$ cat config.mk
export PLATFORM = sky130hd
export DESIGN_NAME = sis_core
export DESIGN_NICKNAME = d
export VERILOG_FILES = /design/src/verilog/sis_pkg.sv /design/src/verilog/sis_core.sv
export SDC_FILE = /design/constraint.sdc
export NUM_CORES = 1
export LEC_CHECK = 0
export BUFFER_PORTS_ARGS = -buffer_cell sky130_fd_sc_hd__buf_2
export CAP_MARGIN = 20
export CORE_ASPECT_RATIO = 2
export CORE_MARGIN = 4
export CORE_UTILIZATION = 60
export CTS_BUF_LIST = sky130_fd_sc_hd__clkbuf_4 sky130_fd_sc_hd__clkbuf_8
export DETAILED_ROUTE_END_ITERATION = 12
export GPL_TIMING_DRIVEN = 0
export HOLD_SLACK_MARGIN = 0.15
export PLACE_DENSITY = 0.81
export SLEW_MARGIN = 10
export SYNTH_ARGS = -nofsm -noshare
export SYNTH_HDL_FRONTEND = slang
export SYNTH_SLANG_ARGS = --single-unit
$ cat constraint.sdc
create_clock -name CLK_SYS -period 2.3 [get_ports CLK_SYS]
set_input_delay 0.345 -clock CLK_SYS [delete_from_list [all_inputs] [get_ports CLK_SYS]]
set_output_delay 0.345 -clock CLK_SYS [all_outputs]
set_load 0.02 [all_outputs]
$ cat src/verilog/sis_pkg.sv
// package: constants for the scsi interrupt source block
package sis_pkg;
  // register addresses
  localparam logic [2:0] A_DATA   = 3'h0;
  localparam logic [2:0] A_ICMD   = 3'h1;
  localparam logic [2:0] A_MODE   = 3'h2;
  localparam logic [2:0] A_TCMD   = 3'h3;
  localparam logic [2:0] A_LINES  = 3'h4;
  localparam logic [2:0] A_SELID  = 3'h4;
  localparam logic [2:0] A_FLAGS  = 3'h5;
  localparam logic [2:0] A_CLEAR  = 3'h7;
  // initiator command bits
  localparam int ICMD_RST  = 7;
  localparam int ICMD_TEST = 6;
  localparam int ICMD_ACK  = 4;
  localparam int ICMD_BSY  = 3;
  localparam int ICMD_SEL  = 2;
  localparam int ICMD_ATN  = 1;
  localparam int ICMD_DBUS = 0;
  // mode control bits
  localparam int MODE_TGT  = 6;
  localparam int MODE_PAR  = 5;
  localparam int MODE_PARI = 4;
  localparam int MODE_EOD  = 3;
  localparam int MODE_MON  = 2;
  localparam int MODE_DMA  = 1;
  localparam logic [7:0] REG_RST = 8'h00;
  // timing
  localparam int CNT_W     = 8;
  localparam int CLK_NS    = 20;
  localparam int SETTLE_NS = 400;
  localparam int EOP_NS    = 40;
  localparam logic [CNT_W-1:0] SETTLE_CYC =
    CNT_W'((SETTLE_NS + CLK_NS - 1) / CLK_NS);
  localparam logic [CNT_W-1:0] EOP_CYC =
    CNT_W'((EOP_NS + CLK_NS - 1) / CLK_NS);
  localparam int SYNC_W = 34;
endpackage

$ cat src/verilog/sis_core.sv
// scsi interrupt sources, status latches and register port
`timescale 1ns/1ns
module sis_core
(
  input  wire logic       CLK_SYS,
  input  wire logic       RESET_N,
  input  wire logic       CHIP_SELECT_N,
  input  wire logic       READ_STROBE_N,
  input  wire logic       WRITE_STROBE_N,
  input  wire logic [2:0] REGISTER_ADDRESS_LINES,
  input  wire logic [7:0] HOST_DATA_IN,
  output logic      [7:0] HOST_DATA_OUT,
  output logic            HOST_DATA_OE,
  input  wire logic       DMA_ACKNOWLEDGE_N,
  input  wire logic       END_OF_PROCESS_INPUT_N,
  output logic            IRQ,
  output logic            IRQ_OE,
  input  wire logic [7:0] SCSI_DATA_N_IN,
  input  wire logic       SCSI_DBP_N_IN,
  input  wire logic       SCSI_RST_N_IN,
  input  wire logic       SCSI_BSY_N_IN,
  input  wire logic       SCSI_SEL_N_IN,
  input  wire logic       SCSI_REQ_N_IN,
  input  wire logic       SCSI_ACK_N_IN,
  input  wire logic       SCSI_MSG_N_IN,
  input  wire logic       SCSI_CD_N_IN,
  input  wire logic       SCSI_IO_N_IN,
  input  wire logic       SCSI_ATN_N_IN,
  output logic      [7:0] SCSI_DATA_N_OUT,
  output logic            SCSI_DATA_OE,
  output logic            SCSI_RST_OE,
  output logic            SCSI_BSY_OE,
  output logic            SCSI_SEL_OE,
  output logic            SCSI_ACK_OE,
  output logic            SCSI_ATN_OE
);
  import sis_pkg::*;

  ////////////////////////////////////////////////////////////////////////////
  // pin synchronisers, inverted to active high before the first stage
  logic [SYNC_W-1:0] sync1;
  logic [SYNC_W-1:0] sync2;
  logic [SYNC_W-1:0] raw;
  logic [7:0]        bus_data;
  logic              dbp;
  logic              rst_l;
  logic              bsy;
  logic              sel;
  logic              req;
  logic              ack;
  logic              msg;
  logic              cd;
  logic              io;
  logic              atn;
  logic              cs;
  logic              rd;
  logic              wr;
  logic              dma_acknowledge;
  logic              eop;
  logic [2:0]        addr;
  logic [7:0]        din;

  assign raw = {~SCSI_DATA_N_IN, ~SCSI_DBP_N_IN, ~SCSI_RST_N_IN,
                ~SCSI_BSY_N_IN, ~SCSI_SEL_N_IN, ~SCSI_REQ_N_IN,
                ~SCSI_ACK_N_IN, ~SCSI_MSG_N_IN, ~SCSI_CD_N_IN,
                ~SCSI_IO_N_IN, ~SCSI_ATN_N_IN, ~CHIP_SELECT_N,
                ~READ_STROBE_N, ~WRITE_STROBE_N, ~DMA_ACKNOWLEDGE_N,
                ~END_OF_PROCESS_INPUT_N, REGISTER_ADDRESS_LINES,
                HOST_DATA_IN};

  always_ff @(posedge CLK_SYS or negedge RESET_N)
  begin
    if (!RESET_N)
    begin
      sync1 <= '0;
      sync2 <= '0;
    end
    else
    begin
      sync1 <= raw;
      sync2 <= sync1;
    end
  end

  assign {bus_data, dbp, rst_l, bsy, sel, req, ack, msg, cd, io, atn,
          cs, rd, wr, dma_acknowledge, eop, addr, din} = sync2;

  ////////////////////////////////////////////////////////////////////////////
  // host access strobes, one pulse per access
  logic       rd_acc;
  logic       wr_acc;
  logic       rd_prev;
  logic       wr_prev;
  logic       rd_pulse;
  logic       wr_pulse;
  logic       clr_pulse;

  assign rd_acc    = cs & rd;
  assign wr_acc    = cs & wr;
  assign rd_pulse  = rd_acc & ~rd_prev;
  assign wr_pulse  = wr_acc & ~wr_prev;
  assign clr_pulse = rd_pulse & (addr == A_CLEAR);

  always_ff @(posedge CLK_SYS or negedge RESET_N)
  begin
    if (!RESET_N)
    begin
      rd_prev <= 1'b0;
      wr_prev <= 1'b0;
    end
    else
    begin
      rd_prev <= rd_acc;
      wr_prev <= wr_acc;
    end
  end

  ////////////////////////////////////////////////////////////////////////////
  // software registers
  logic [7:0] init_cmd;
  logic [7:0] mode_control;
  logic [2:0] target_phase;
  logic [7:0] own_identity_match;
  logic [7:0] out_data;
  logic       busy_evt;

  // busy error wins over a write in the same cycle
  always_ff @(posedge CLK_SYS or negedge RESET_N)
  begin
    if (!RESET_N)
      init_cmd <= REG_RST;
    else if (busy_evt)
      init_cmd[5:0] <= 6'h00;
    else if (wr_pulse && addr == A_ICMD)
      init_cmd <= {din[7:6], 1'b0, din[4:0]};
  end

  always_ff @(posedge CLK_SYS or negedge RESET_N)
  begin
    if (!RESET_N)
      mode_control <= REG_RST;
    else if (busy_evt)
      mode_control[MODE_DMA] <= 1'b0;
    else if (wr_pulse && addr == A_MODE)
      mode_control <= din;
  end

  always_ff @(posedge CLK_SYS or negedge RESET_N)
  begin
    if (!RESET_N)
    begin
      target_phase       <= 3'h0;
      own_identity_match <= REG_RST;
      out_data           <= REG_RST;
    end
    else if (wr_pulse)
    begin
      if (addr == A_TCMD)
        target_phase <= din[2:0];
      if (addr == A_SELID)
        own_identity_match <= din;
      if (addr == A_DATA)
        out_data <= din;
    end
  end

  logic dma_en;
  assign dma_en = mode_control[MODE_DMA];

  ////////////////////////////////////////////////////////////////////////////
  // busy monitor: counts cycles with busy released, saturating
  logic [CNT_W-1:0] bsy_cnt;
  logic             bus_free;

  always_ff @(posedge CLK_SYS or negedge RESET_N)
  begin
    if (!RESET_N)
      bsy_cnt <= '0;
    else if (bsy)
      bsy_cnt <= '0;
    else if (bsy_cnt != SETTLE_CYC)
      bsy_cnt <= bsy_cnt + 1'b1;
  end

  assign bus_free = (bsy_cnt == SETTLE_CYC);
  // fires once, on the cycle the settle delay completes
  assign busy_evt = mode_control[MODE_MON] & ~bsy
                  & (bsy_cnt == SETTLE_CYC - 1'b1);

  ////////////////////////////////////////////////////////////////////////////
  // condition detectors; each interrupt cause fires on its rising edge
  logic       phase_match;
  logic       req_seen;
  logic       sel_cond;
  logic       mis_cond;
  logic       chk_cond;
  logic       par_bad;
  logic [3:0] cond_prev;
  logic       rst_evt;
  logic       sel_evt;
  logic       mis_evt;
  logic       chk_evt;
  logic       par_evt;

  assign phase_match = ({msg, cd, io} == target_phase);
  assign req_seen    = req & phase_match;
  assign sel_cond    = sel & |(bus_data & own_identity_match)
                     & bus_free;
  assign mis_cond    = dma_en & req & ~phase_match;
  // programmed read of data, or dma receive strobe
  assign chk_cond    = (rd_acc & (addr == A_DATA))
                     | (dma_en & (mode_control[MODE_TGT] ? ack
                                                          : req_seen));
  assign par_bad     = ~(^{bus_data, dbp});
  assign rst_evt     = rst_l & ~cond_prev[0];
  assign sel_evt     = sel_cond & ~cond_prev[1];
  assign mis_evt     = mis_cond & ~cond_prev[2];
  assign chk_evt     = chk_cond & ~cond_prev[3];
  assign par_evt     = chk_evt & par_bad & mode_control[MODE_PAR];

  always_ff @(posedge CLK_SYS or negedge RESET_N)
  begin
    if (!RESET_N)
      cond_prev <= 4'h0;
    else
      cond_prev <= {chk_cond, mis_cond, sel_cond, rst_l};
  end

  ////////////////////////////////////////////////////////////////////////////
  // end of process qualification
  logic             eop_ok;
  logic [CNT_W-1:0] eop_cnt;
  logic             eop_evt;

  assign eop_ok  = eop & dma_acknowledge & (rd | wr);
  assign eop_evt = eop_ok & (eop_cnt == EOP_CYC - 1'b1);

  always_ff @(posedge CLK_SYS or negedge RESET_N)
  begin
    if (!RESET_N)
      eop_cnt <= '0;
    else if (!eop_ok)
      eop_cnt <= '0;
    else if (eop_cnt != EOP_CYC)
      eop_cnt <= eop_cnt + 1'b1;
  end

  ////////////////////////////////////////////////////////////////////////////
  // status latches; a setting event beats a clear read in the same cycle, but dma off beats end of process
  logic par_err;
  logic busy_err;
  logic end_dma;
  logic irq_latch;
  logic any_evt;

  always_ff @(posedge CLK_SYS or negedge RESET_N)
  begin
    if (!RESET_N)
      par_err <= 1'b0;
    else if (par_evt)
      par_err <= 1'b1;
    else if (clr_pulse)
      par_err <= 1'b0;
  end

  always_ff @(posedge CLK_SYS or negedge RESET_N)
  begin
    if (!RESET_N)
      busy_err <= 1'b0;
    else if (busy_evt)
      busy_err <= 1'b1;
    else if (clr_pulse)
      busy_err <= 1'b0;
  end

  // the latch only lives while dma is enabled
  always_ff @(posedge CLK_SYS or negedge RESET_N)
  begin
    if (!RESET_N)
      end_dma <= 1'b0;
    else if (!dma_en)
      end_dma <= 1'b0;
    else if (eop_evt)
      end_dma <= 1'b1;
  end

  assign any_evt = rst_evt
                 | sel_evt
                 | busy_evt
                 | mis_evt
                 | (par_evt & mode_control[MODE_PARI])
                 | (eop_evt & dma_en & mode_control[MODE_EOD]);

  always_ff @(posedge CLK_SYS or negedge RESET_N)
  begin
    if (!RESET_N)
      irq_latch <= 1'b0;
    else if (any_evt)
      irq_latch <= 1'b1;
    else if (clr_pulse)
      irq_latch <= 1'b0;
  end

  ////////////////////////////////////////////////////////////////////////////
  // outputs, all registered; busy error drops every bus driver
  always_ff @(posedge CLK_SYS or negedge RESET_N)
  begin
    if (!RESET_N)
    begin
      IRQ             <= 1'b0;
      IRQ_OE          <= 1'b0;
      SCSI_DATA_N_OUT <= 8'hff;
      SCSI_DATA_OE    <= 1'b0;
      SCSI_RST_OE     <= 1'b0;
      SCSI_BSY_OE     <= 1'b0;
      SCSI_SEL_OE     <= 1'b0;
      SCSI_ACK_OE     <= 1'b0;
      SCSI_ATN_OE     <= 1'b0;
    end
    else
    begin
      IRQ             <= irq_latch;
      IRQ_OE          <= ~init_cmd[ICMD_TEST];
      SCSI_DATA_N_OUT <= ~out_data;
      SCSI_DATA_OE    <= init_cmd[ICMD_DBUS] & phase_match
                       & ~busy_err;
      SCSI_RST_OE     <= init_cmd[ICMD_RST] & ~busy_err;
      SCSI_BSY_OE     <= init_cmd[ICMD_BSY] & ~busy_err;
      SCSI_SEL_OE     <= init_cmd[ICMD_SEL] & ~busy_err;
      SCSI_ACK_OE     <= init_cmd[ICMD_ACK] & ~busy_err;
      SCSI_ATN_OE     <= init_cmd[ICMD_ATN] & ~busy_err;
    end
  end

  // read data is one cycle behind the synchronised strobe
  always_ff @(posedge CLK_SYS or negedge RESET_N)
  begin
    if (!RESET_N)
    begin
      HOST_DATA_OUT <= 8'h00;
      HOST_DATA_OE  <= 1'b0;
    end
    else
    begin
      HOST_DATA_OE <= rd_acc;
      case (addr)
        A_DATA:  HOST_DATA_OUT <= bus_data;
        A_ICMD:  HOST_DATA_OUT <= {init_cmd[7:5], init_cmd[4:0]};
        A_MODE:  HOST_DATA_OUT <= mode_control;
        A_TCMD:  HOST_DATA_OUT <= {5'h00, target_phase};
        A_LINES: HOST_DATA_OUT <= {rst_l, bsy, req, msg, cd, io, sel,
                                   dbp};
        A_FLAGS: HOST_DATA_OUT <= {end_dma, 1'b0, par_err, irq_latch,
                                   phase_match, busy_err, atn,
                                   ack};
        default: HOST_DATA_OUT <= 8'h00;
      endcase
    end
  end
endmodule // sis_core

==> impl_metrics.py, run 1 <==
metrics = {
    "cells_and_area": {
        "antenna_cells": 0,
        "final_area_sq_um": 6790,
        "layout.cells.most_common": "dfrtp_1",
        "fin_util_pct": 75.3,
        "drive_gt1_share_pct": 25.7,
        "layout_common_cells": "dfrtp_1 (144), buf_2 (60), inv_1 (39)",
        "area_growth_pct": 22.4,
        "fin_nets": 563,
    },
    "setup_path": {
        "crit_chain": "nor3b_2 -> nand2_1 -> nor4_4 -> nor2_2 -> mux2_2",
        "crit_path_end_kind": "register",
        "max_stage_delay_ns": 0.55,
        "cp_data_arrival_time_ns": 2.32,
        "criticalPathCategory": "reg2reg",
        "critPathLaunchType": "register",
        "cp_data_required_time_ns": 2.62,
        "crit_slowest_cell": "nor4_4",
        "cp_max_fo": 10,
    },
    "worst_hold_path": {
        "hold_path.class": "reg2reg",
    },
    "global_route": {
        "grt_max_degree": 87,
        "grt_pass1_vias": 3710,
        "grt_pass1_wl_um": 18200,
        "track_usage_pct": 21.9,
        "antenna_found_initial": 0,
        "overflow": 0,
    },
    "route": {
        "drc_errors": 0,
        "wl_per_cell_um": 17.4,
        "via_per_inst": 5.31,
        "drt_wl_total_um": 11100,
        "first_pass_iters": 4,
        "ant_nets": 0,
        "drtIter0Drc": 154,
        "num_vias": 3375,
    },
    "power": {
        "vdd_ir_drop_max_mv": 0.698,
        "power_density_nw_per_um2": 891,
        "p_leak_nw": 3.33,
    },
    "timing": {
        "period_minus_slack_ns": 1.99,
        "worstMarginPinSlew_ns": 0.614,
        "setup_viol": 0,
        "skew_ns": 0.0108,
        "postLayoutSetupSlackWorst_ns": 0.306,
        "slew_headroom_pct": 58.7,
        "period_share_pct": 86.7,
        "drv_slew": 0,
        "fmax_mhz": 501,
        "rsz0062_at_grt": "no",
        "hold_viol": 0,
    },
    "clock_network": {
        "root_buffer": "clkbuf_8",
        "worstSkewPairLatency_ns": 0.44,
        "post-cts-setup-buffers": 0,
        "numCtsBuffers": 17,
        "path_clk_slew_ns": 0.08,
        "cts.sinks": 152,
        "clk_path_buf_depth": 2,
        "cts_tree": "built",
        "htree_levels": 4,
    },
    "yosys": {
        "syn_inst": 407,
        "yosys_warnings": 0,
        "synth_top_area_share_pct": 65.0,
        "synth-edff-count": 0,
        "yosys_register_bits": 152,
        "avgSynthCellArea_sq_um": 13.6,
        "postSynth.asyncResetShare_pct": 100,
        "yosysSeqAreaShare_pct": 68.7,
        "netlist_area_sq_um": 5550,
        "synth_ff_type": "dfrtp_1",
        "netlist_top_cells_area": "dfrtp_1 (65%), mux2_2 (5.9%), dfstp_2 (3.8%)",
        "synth_top_area_cell": "dfrtp_1",
        "synth_cell_types": 49,
        "synthesis.nets": 448,
    },
    "floorplanning": {
        "boundaryPins": 61,
        "fp.dieH_um": 144,
        "row_count": 49,
        "initial_utilization_pct": 61.6,
        "core_region_area_sq_um": 9010,
        "dieWidth_um": 76.0,
        "die_area_sq_um": 10900,
    },
    "flow_run": {
        "max_cap_viol_count": 0,
    },
    "placed_design": {
        "gp_congestion": 0.894,
        "post-dp-hpwl_um": 7420,
        "placement.io_buffers": 60,
        "dp_slack_ns": 0.302,
        "place_area_sq_um": 6010,
    },
    "run_status": {
        "outcome": "finished clean",
    },
}
cells in the mapped netlist (2+ instances only):
library cell	instances
dfrtp_1	144
inv_1	39
nor2_1	33
mux2_2	29
mux2i_1	20
xor2_1	14
nand2_1	13
nor2b_1	10
a21oi_1	9
dfstp_2	8
nand4_1	8
xnor2_1	7
nand3_1	6
and3_1	5
clkbuf_1	5
ha_1	5
a22oi_1	4
nand2b_1	4
and2_1	3
nor3_1	3
nor3b_1	3
a211oi_1	2
a21o_1	2
a22o_1	2
buf_1	2
o21ai_0	2
o221ai_1	2
o22ai_1	2
worst paths after layout:
check                           cells after the start  slack [ns]                            to                    from
worst max register to register                      5        0.31   mode_control[5]$_DFFE_PN0P_  bsy_cnt[3]$_DFFE_PN0P_
max in group asynchronous                           3        1.05  SCSI_DATA_N_OUT[0]$_DFF_PN1_                 RESET_N
worst min register to register                      0        0.35            sync2[2]$_DFF_PN0_      sync1[2]$_DFF_PN0_
min in group asynchronous                           2        0.46       out_data[7]$_DFFE_PN0P_                 RESET_N
worst max-delay path                                5        0.31   mode_control[5]$_DFFE_PN0P_  bsy_cnt[3]$_DFFE_PN0P_
worst min-delay path                                0        0.35            sync2[2]$_DFF_PN0_      sync1[2]$_DFF_PN0_
metrics by stage:
step           hold WS, ns  power [W]  TNS (ns)  instances
4_1_cts              0.349    0.00610         0        636
2_1_floorplan       0.0494    0.00360         0        407
6_report             0.346    0.00605         0        636
3_5_place_dp         0.335    0.00390         0        570
3_3_place_gp         0.332    0.00385   -149.48        569
5_1_grt              0.360    0.00630         0        636
flip-flops by register name, summed over array words and instances (netlist names), 3 cells and up:
name	flops
target_phase	3
sync2	34
out_data	8
eop_cnt	8
HOST_DATA_OUT	8
init_cmd	7
bsy_cnt	8
SCSI_DATA_N_OUT	8
own_identity_match	8
mode_control	8
sync1	34
cond_prev	4
per-layer routing:
layer  up-vias  wire, um  GRT usage [%]  share of wire, %
met2        99      6160           40.1                56
li1       1574         -              -                 -
met5         -         0              0                 0
met1      1674      3940           22.2                36
met4         0       486           11.9               4.4
met3        28       468           6.23               4.2
repair_timing:
item                                   4_1_cts  5_1_grt
hold buffers                                35        0
endpoints found under the hold margin       95        0
resized for setup                            0        0
where the power goes:
group	leakage, nW	internal, W	switching (W)
combinational	1.27	0.000343	0.000380
sequential	1.85	0.00299	0.000183
clock	0.211	0.00121	0.000942
total	3.33	0.00454	0.00151
critical path: cells and delay by family, from the launching register on:
family / cells / cell delay [ns]
flops: 1 / 0.44
simple gates: 4 / 1.11
mux: 1 / 0.33
cell type report:
cell class | instances | area [sq um]
Timing Repair Buffer | 96 | 684
Inverter | 39 | 146
Sequential cell | 152 | 3810
Fill cell | 573 | 2220
Clock buffer | 19 | 255
Tap cell | 102 | 128
Buffer | 9 | 38.8
Multi-Input combinational cell | 207 | 1550
Clock inverter | 12 | 175
cells by family after synthesis:
family          after synthesis  synth area share, %
compound gates               34                 4.40
xor+xnor                     22                 3.72
mux                          49                 9.49
buf+inv                      48                 3.34
fa+ha+maj                     5                 1.13
flops                       152                 68.7
simple gates                 97                 9.18
(Power assumes the default switching activity.)
==> run 2: changes to the inputs <==
CORE_UTILIZATION = 65   (was 60)
PLACE_DENSITY = 0.87   (was 0.81)
clock period = 2.49 ns   (was 2.3 ns; I/O delays follow)
==> run 2 against run 1 <==
  * First-iteration DRC count increased by 42%
  * Die area decreased by 7.1%
  * Final cell count decreased by 0.47%
  * Combinational power decreased by 6.1%
  * Cell area decreased by 0.11%
  * Count of clock-buffer cells in the layout increased by 3
  * Highest routed layer unchanged
  * Worst hold slack got worse by 0.0037 ns
==> impl_metrics.py, run 2 (same netlist as run 1, synthesis figures left out) <==
metrics = {
    "setup_path": {
        "cp_data_required_time_ns": 2.81,
        "r2r_start": "bsy_cnt[3]$_DFFE_PN0P_",
        "rrSetupSlack_ns": 0.45,
        "critPathLaunchType": "register",
        "cp_data_arrival_time_ns": 2.36,
        "rr_endpoint": "init_cmd[7]$_DFFE_PN0P_",
        "crit_path_end_kind": "register",
        "cp_max_fo": 10,
        "ff2ff_path_depth": 5,
        "criticalPathCategory": "reg2reg",
    },
    "cells_and_area": {
        "area_growth_pct": 22.3,
        "fillers": 442,
        "multiInputGateArea_sq_um": 1550,
        "antenna_cells": 0,
        "fin_nets": 563,
        "layout.cells.most_common": "dfrtp_1",
        "regArea_sq_um": 3810,
        "reg_top3": "sync1: 34 flops, sync2: 34 flops",
        "layout_common_cells": "dfrtp_1 (144), buf_2 (60), inv_1 (39)",
        "fin_cells": 633,
        "drive_gt1_share_pct": 25.8,
    },
    "clock_network": {
        "cts_resized": 0,
        "htree_levels": 4,
        "post-cts-setup-buffers": 0,
        "worstSkewPairLatency_ns": 0.44,
        "numCtsBuffers": 17,
        "hold_buffers": 35,
        "cts.sinks": 152,
        "root_buffer": "clkbuf_8",
        "clk_path_buf_depth": 2,
        "cts_tree": "built",
        "path_clk_slew_ns": 0.08,
    },
    "floorplanning": {
        "row_count": 47,
        "fp.dieH_um": 139,
        "core_region_area_sq_um": 8290,
        "die_area_sq_um": 10200,
        "initial_utilization_pct": 66.9,
        "dieWidth_um": 73.3,
        "boundaryPins": 61,
    },
    "global_route": {
        "grt_use_met3_pct": 6.31,
        "grt_pass1_vias": 3853,
        "busiest_layer": "met2",
        "track_usage_pct": 25.7,
        "grt_use_met1_pct": 27.3,
        "overflow": 0,
        "grt_pass1_wl_um": 19300,
        "grt_max_degree": 101,
        "gr-usage-met2_pct": 44.4,
        "antenna_found_initial": 0,
    },
    "timing": {
        "period_share_pct": 81.9,
        "rsz0062_at_grt": "no",
        "skew_ns": 0.0112,
        "setup_viol": 0,
        "worstMarginPinSlew_ns": 0.644,
        "timing.hold.ws_ns": 0.343,
        "slew_headroom_pct": 56.8,
        "drv_slew": 0,
        "hold_viol": 0,
        "fmax_mhz": 490,
        "period_minus_slack_ns": 2.04,
    },
    "placed_design": {
        "dp.cells": 566,
        "post-dp-hpwl_um": 7490,
        "placement.io_buffers": 60,
        "gp_congestion": 0.881,
    },
    "route": {
        "drc_errors": 0,
        "first_pass_iters": 4,
        "drt_wl_total_um": 11600,
        "via_per_inst": 5.38,
        "wl_per_cell_um": 18.3,
        "ant_nets": 0,
        "drtIter0Drc": 219,
        "num_vias": 3408,
    },
    "flow_run": {
        "max_cap_viol_count": 0,
    },
    "worst_hold_path": {
        "min_from": "sync1[1]$_DFF_PN0_",
        "hold_end": "sync2[1]$_DFF_PN0_",
        "min_path_cells": 0,
        "hold_path.class": "reg2reg",
    },
    "power": {
        "p_leak_nw": 3.33,
        "power_density_nw_per_um2": 820,
        "vdd_ir_drop_max_mv": 0.824,
    },
    "run_status": {
        "outcome": "finished clean",
    },
}
[run 2: cell types whose count changed in the layout (fill, tap and decap cells not counted), sizes merged]
cell,delta
clkbuf,+3
clkinv,-1
bufinv,-1
[run 2: power by group]
| group | total [W] | internal (W) | leakage, nW | switching, W |
|---|---|---|---|---|
| clock | 0.00195 | 0.00108 | 0.210 | 0.000871 |
| sequential | 0.00293 | 0.00276 | 1.85 | 0.000168 |
| combinational | 0.000678 | 0.000317 | 1.27 | 0.000361 |
[run 2: worst max-delay path by stage]
stage / from / end / slack [ns] / depth (start not counted)
after floorplan: bsy_cnt[3]$_DFFE_PN0P_ / init_cmd[6]$_DFFE_PN0P_ / 0.76 / 5
after global placement: RESET_N / sync2[10]$_DFF_PN0_ / -0.83 / 1
after detailed placement: bsy_cnt[3]$_DFFE_PN0P_ / init_cmd[7]$_DFFE_PN0P_ / 0.44 / 5
after CTS: bsy_cnt[3]$_DFFE_PN0P_ / init_cmd[7]$_DFFE_PN0P_ / 0.42 / 5
after global routing: bsy_cnt[3]$_DFFE_PN0P_ / init_cmd[7]$_DFFE_PN0P_ / 0.31 / 5
final: bsy_cnt[3]$_DFFE_PN0P_ / init_cmd[7]$_DFFE_PN0P_ / 0.45 / 5
[run 2: critical path: stages (launching register included)]
cell and delay [ns]:
dfrtp_1 0.45, nor3b_2 0.22, nand2_1 0.12, nor4_4 0.57
or2_2 0.24, mux2_2 0.33
[run 2: stage by stage]
| step | power [W] | TNS (ns) | worst slack, ns | area (sq um) | util (%) |
|---|---|---|---|---|---|
| 3_3_place_gp | 0.00355 | -118.61 | -0.833 | 5970 | 72.0 |
| 2_1_floorplan | 0.00332 | 0 | 0.757 | 5550 | - |
| 5_1_grt | 0.00580 | 0 | 0.307 | 6780 | 81.8 |
| 6_report | 0.00556 | 0 | 0.449 | 6780 | 81.8 |
| 3_5_place_dp | 0.00361 | 0 | 0.445 | 6000 | 72.4 |
| 4_1_cts | 0.00558 | 0 | 0.417 | 6780 | 81.8 |
[run 2: metal layers]
metal	part of all wire [%]	wire (um)
met5	0	0
met4	5.3	614
met3	4.1	475
met2	55	6380
met1	36	4120
[run 2: layout make-up]
| type | count | area share (%) |
|---|---|---|
| Tap cell | 98 | 1.81 |
| Timing Repair Buffer | 96 | 10.1 |
| Clock buffer | 22 | 4.19 |
| Sequential cell | 152 | 56.2 |
| Buffer | 9 | 0.572 |
| Clock inverter | 10 | 2.12 |
| Multi-Input combinational cell | 207 | 22.8 |
| Inverter | 39 | 2.16 |
==> run 3: changes to the inputs <==
CORE_UTILIZATION = 60   (was 65)
PLACE_DENSITY = 0.81   (was 0.87)
clock period = 2.1 ns   (was 2.49 ns; I/O delays follow)
==> run 3 against run 2 <==
  * First-iteration DRC count decreased by 17%
  * Final cell count increased by 0.79%
  * Register-to-register slack lost 0.34 ns
  * Sequential power rose by 18%
  * Non-clock buffer count increased by 2
  * Count of clock-buffer cells in the layout decreased by 3
  * Via count decreased by 0.38%
  * Cell area up 0.33%
  * Critical path depth increased by 2
  * Global-route usage fell by 3.8 points
  * Combinational power is 17% higher
  * Critical endpoint is now irq_latch$_DFFE_PN0P_
  * Largest cell class unchanged
  * Largest power group unchanged
==> impl_metrics.py, run 3 (same netlist as run 1, synthesis figures left out) <==
metrics = {
    "route": {
        "num_vias": 3395,
        "via_per_inst": 5.32,
        "ant_nets": 0,
        "drt_wl_total_um": 11000,
        "first_pass_iters": 4,
        "drc_errors": 0,
        "drtIter0Drc": 181,
        "wl_per_cell_um": 17.3,
    },
    "clock_network": {
        "cts_resized": 0,
        "cts.sinks": 152,
        "numCtsBuffers": 17,
        "worstSkewPairLatency_ns": 0.44,
        "htree_levels": 4,
        "root_buffer": "clkbuf_8",
        "path_clk_slew_ns": 0.08,
        "clk_path_buf_depth": 2,
        "cts_tree": "built",
    },
    "timing": {
        "fmax_mhz": 504,
        "rsz0062_at_grt": "no",
        "period_minus_slack_ns": 1.99,
        "slew_headroom_pct": 58.9,
        "setup_viol": 0,
        "worstMarginPinSlew_ns": 0.617,
        "period_share_pct": 94.6,
        "tns_ns": 0,
        "timing.hold.ws_ns": 0.346,
        "hold_viol": 0,
        "drv_slew": 0,
        "skew_ns": 0.0106,
    },
    "setup_path": {
        "cp_data_required_time_ns": 2.41,
        "ff2ff_path_depth": 7,
        "criticalPathCategory": "reg2reg",
        "r2r_start": "bsy_cnt[0]$_DFFE_PN0P_",
        "rr_endpoint": "irq_latch$_DFFE_PN0P_",
        "rrSetupSlack_ns": 0.11,
        "cp_max_fo": 9,
        "critPathLaunchType": "register",
        "cp_data_arrival_time_ns": 2.30,
        "crit_path_end_kind": "register",
    },
    "global_route": {
        "grt_max_degree": 87,
        "grt_pass1_wl_um": 18200,
        "track_usage_pct": 21.9,
        "antenna_found_initial": 0,
        "grt_pass1_vias": 3710,
        "overflow": 0,
    },
    "floorplanning": {
        "row_count": 49,
        "dieWidth_um": 76.0,
        "fp.dieH_um": 144,
        "initial_utilization_pct": 61.6,
        "boundaryPins": 61,
        "die_area_sq_um": 10900,
        "core_region_area_sq_um": 9010,
    },
    "cells_and_area": {
        "fin_cells": 638,
        "layout.cells.most_common": "dfrtp_1",
        "drive_gt1_share_pct": 25.9,
        "fin_nets": 565,
        "antenna_cells": 0,
        "layout_common_cells": "dfrtp_1 (144), buf_2 (60), inv_1 (39)",
        "final_area_sq_um": 6810,
        "reg_top3": "sync1: 34 flops, sync2: 34 flops",
        "area_growth_pct": 22.7,
    },
    "power": {
        "p_sw_w": 0.00164,
        "power_density_nw_per_um2": 973,
        "finalPower_w": 0.00662,
        "vdd_ir_drop_max_mv": 0.764,
        "pwr-share-seq_pct": 52.4,
        "swShare_pct": 24.8,
        "p_comb_share_pct": 11.9,
        "p_clk_share_pct": 35.6,
        "p_int_w": 0.00498,
        "p_leak_nw": 3.34,
    },
    "placed_design": {
        "dp.cells": 570,
        "post-dp-hpwl_um": 7420,
        "gp_congestion": 0.894,
        "place_area_sq_um": 6010,
        "placement.io_buffers": 60,
    },
    "worst_hold_path": {
        "min_path_cells": 0,
        "hold_path.class": "reg2reg",
        "min_from": "sync1[2]$_DFF_PN0_",
        "hold_end": "sync2[2]$_DFF_PN0_",
    },
    "flow_run": {
        "max_cap_viol_count": 0,
    },
    "run_status": {
        "outcome": "finished clean",
    },
}
-- run 3: final cells by class --
cell class,instances,area (sq um)
flip-flops and latches,152,3810
multi-input cells,207,1550
repair buffers,98,699
well taps,102,128
clock inverters,12,175
fillers,571,2210
clock buffers,19,255
inverters,39,146
plain buffers,9,38.8
-- run 3: per-layer routing --
metal | track usage (%) | part of all wire, % | vias to the layer above
met5 | 0 | 0 | -
met3 | 6.23 | 4.0 | 29
li1 | - | - | 1579
met2 | 40.1 | 56 | 107
met1 | 22.2 | 36 | 1680
met4 | 11.9 | 4.4 | 0
-- run 3: how the worst max path moves through the flow --
stage / from / to / cells after the start / slack [ns]
after floorplan: bsy_cnt[3]$_DFFE_PN0P_ / init_cmd[6]$_DFFE_PN0P_ / 5 / 0.37
after global placement: RESET_N / eop_cnt[5]$_DFFE_PN0P_ / 1 / -1.21
after detailed placement: bsy_cnt[3]$_DFFE_PN0P_ / init_cmd[7]$_DFFE_PN0P_ / 5 / 0.10
after CTS: bsy_cnt[3]$_DFFE_PN0P_ / init_cmd[7]$_DFFE_PN0P_ / 5 / 0.1
after global routing: sync2[13]$_DFF_PN0_ / mode_control[5]$_DFFE_PN0P_ / 6 / 0.01
final: bsy_cnt[0]$_DFFE_PN0P_ / irq_latch$_DFFE_PN0P_ / 7 / 0.11
-- run 3: power by group through the flow --
stage | clock [W] | combinational (W) | sequential, W
after CTS | 0.00240 | 0.000802 | 0.00347
after global routing | 0.00253 | 0.000869 | 0.00351
after floorplan | 0 | 0.000375 | 0.00357
after detailed placement | 0 | 0.000746 | 0.00352
after global placement | 0 | 0.000710 | 0.00351
final | 0.00236 | 0.000791 | 0.00347
-- run 3: stage by stage --
step | setup WS, ns | util [%]
finish | 0.114 | 75.5
global route | 0.0120 | 75.5
CTS | 0.0973 | 75.3
detailed placement | 0.102 | 66.7
global placement | -1.21 | 66.3
floorplan | 0.367 | -
-- run 3: worst max-delay path, stage by stage, from the launching register on --
cell      delay, ns
dfrtp_1        0.43
ha_1           0.28
nand2_1        0.13
nor4_4         0.05
buf_4          0.19
buf_4          0.14
a311o_1        0.26
a2111o_1       0.38
-- run 3: repair_timing --
item | in CTS | in global routing
setup endpoints to repair | 0 | 1
hold buffers | 35 | 0
setup buffers | 0 | 2
hold endpoints to repair | 95 | 0
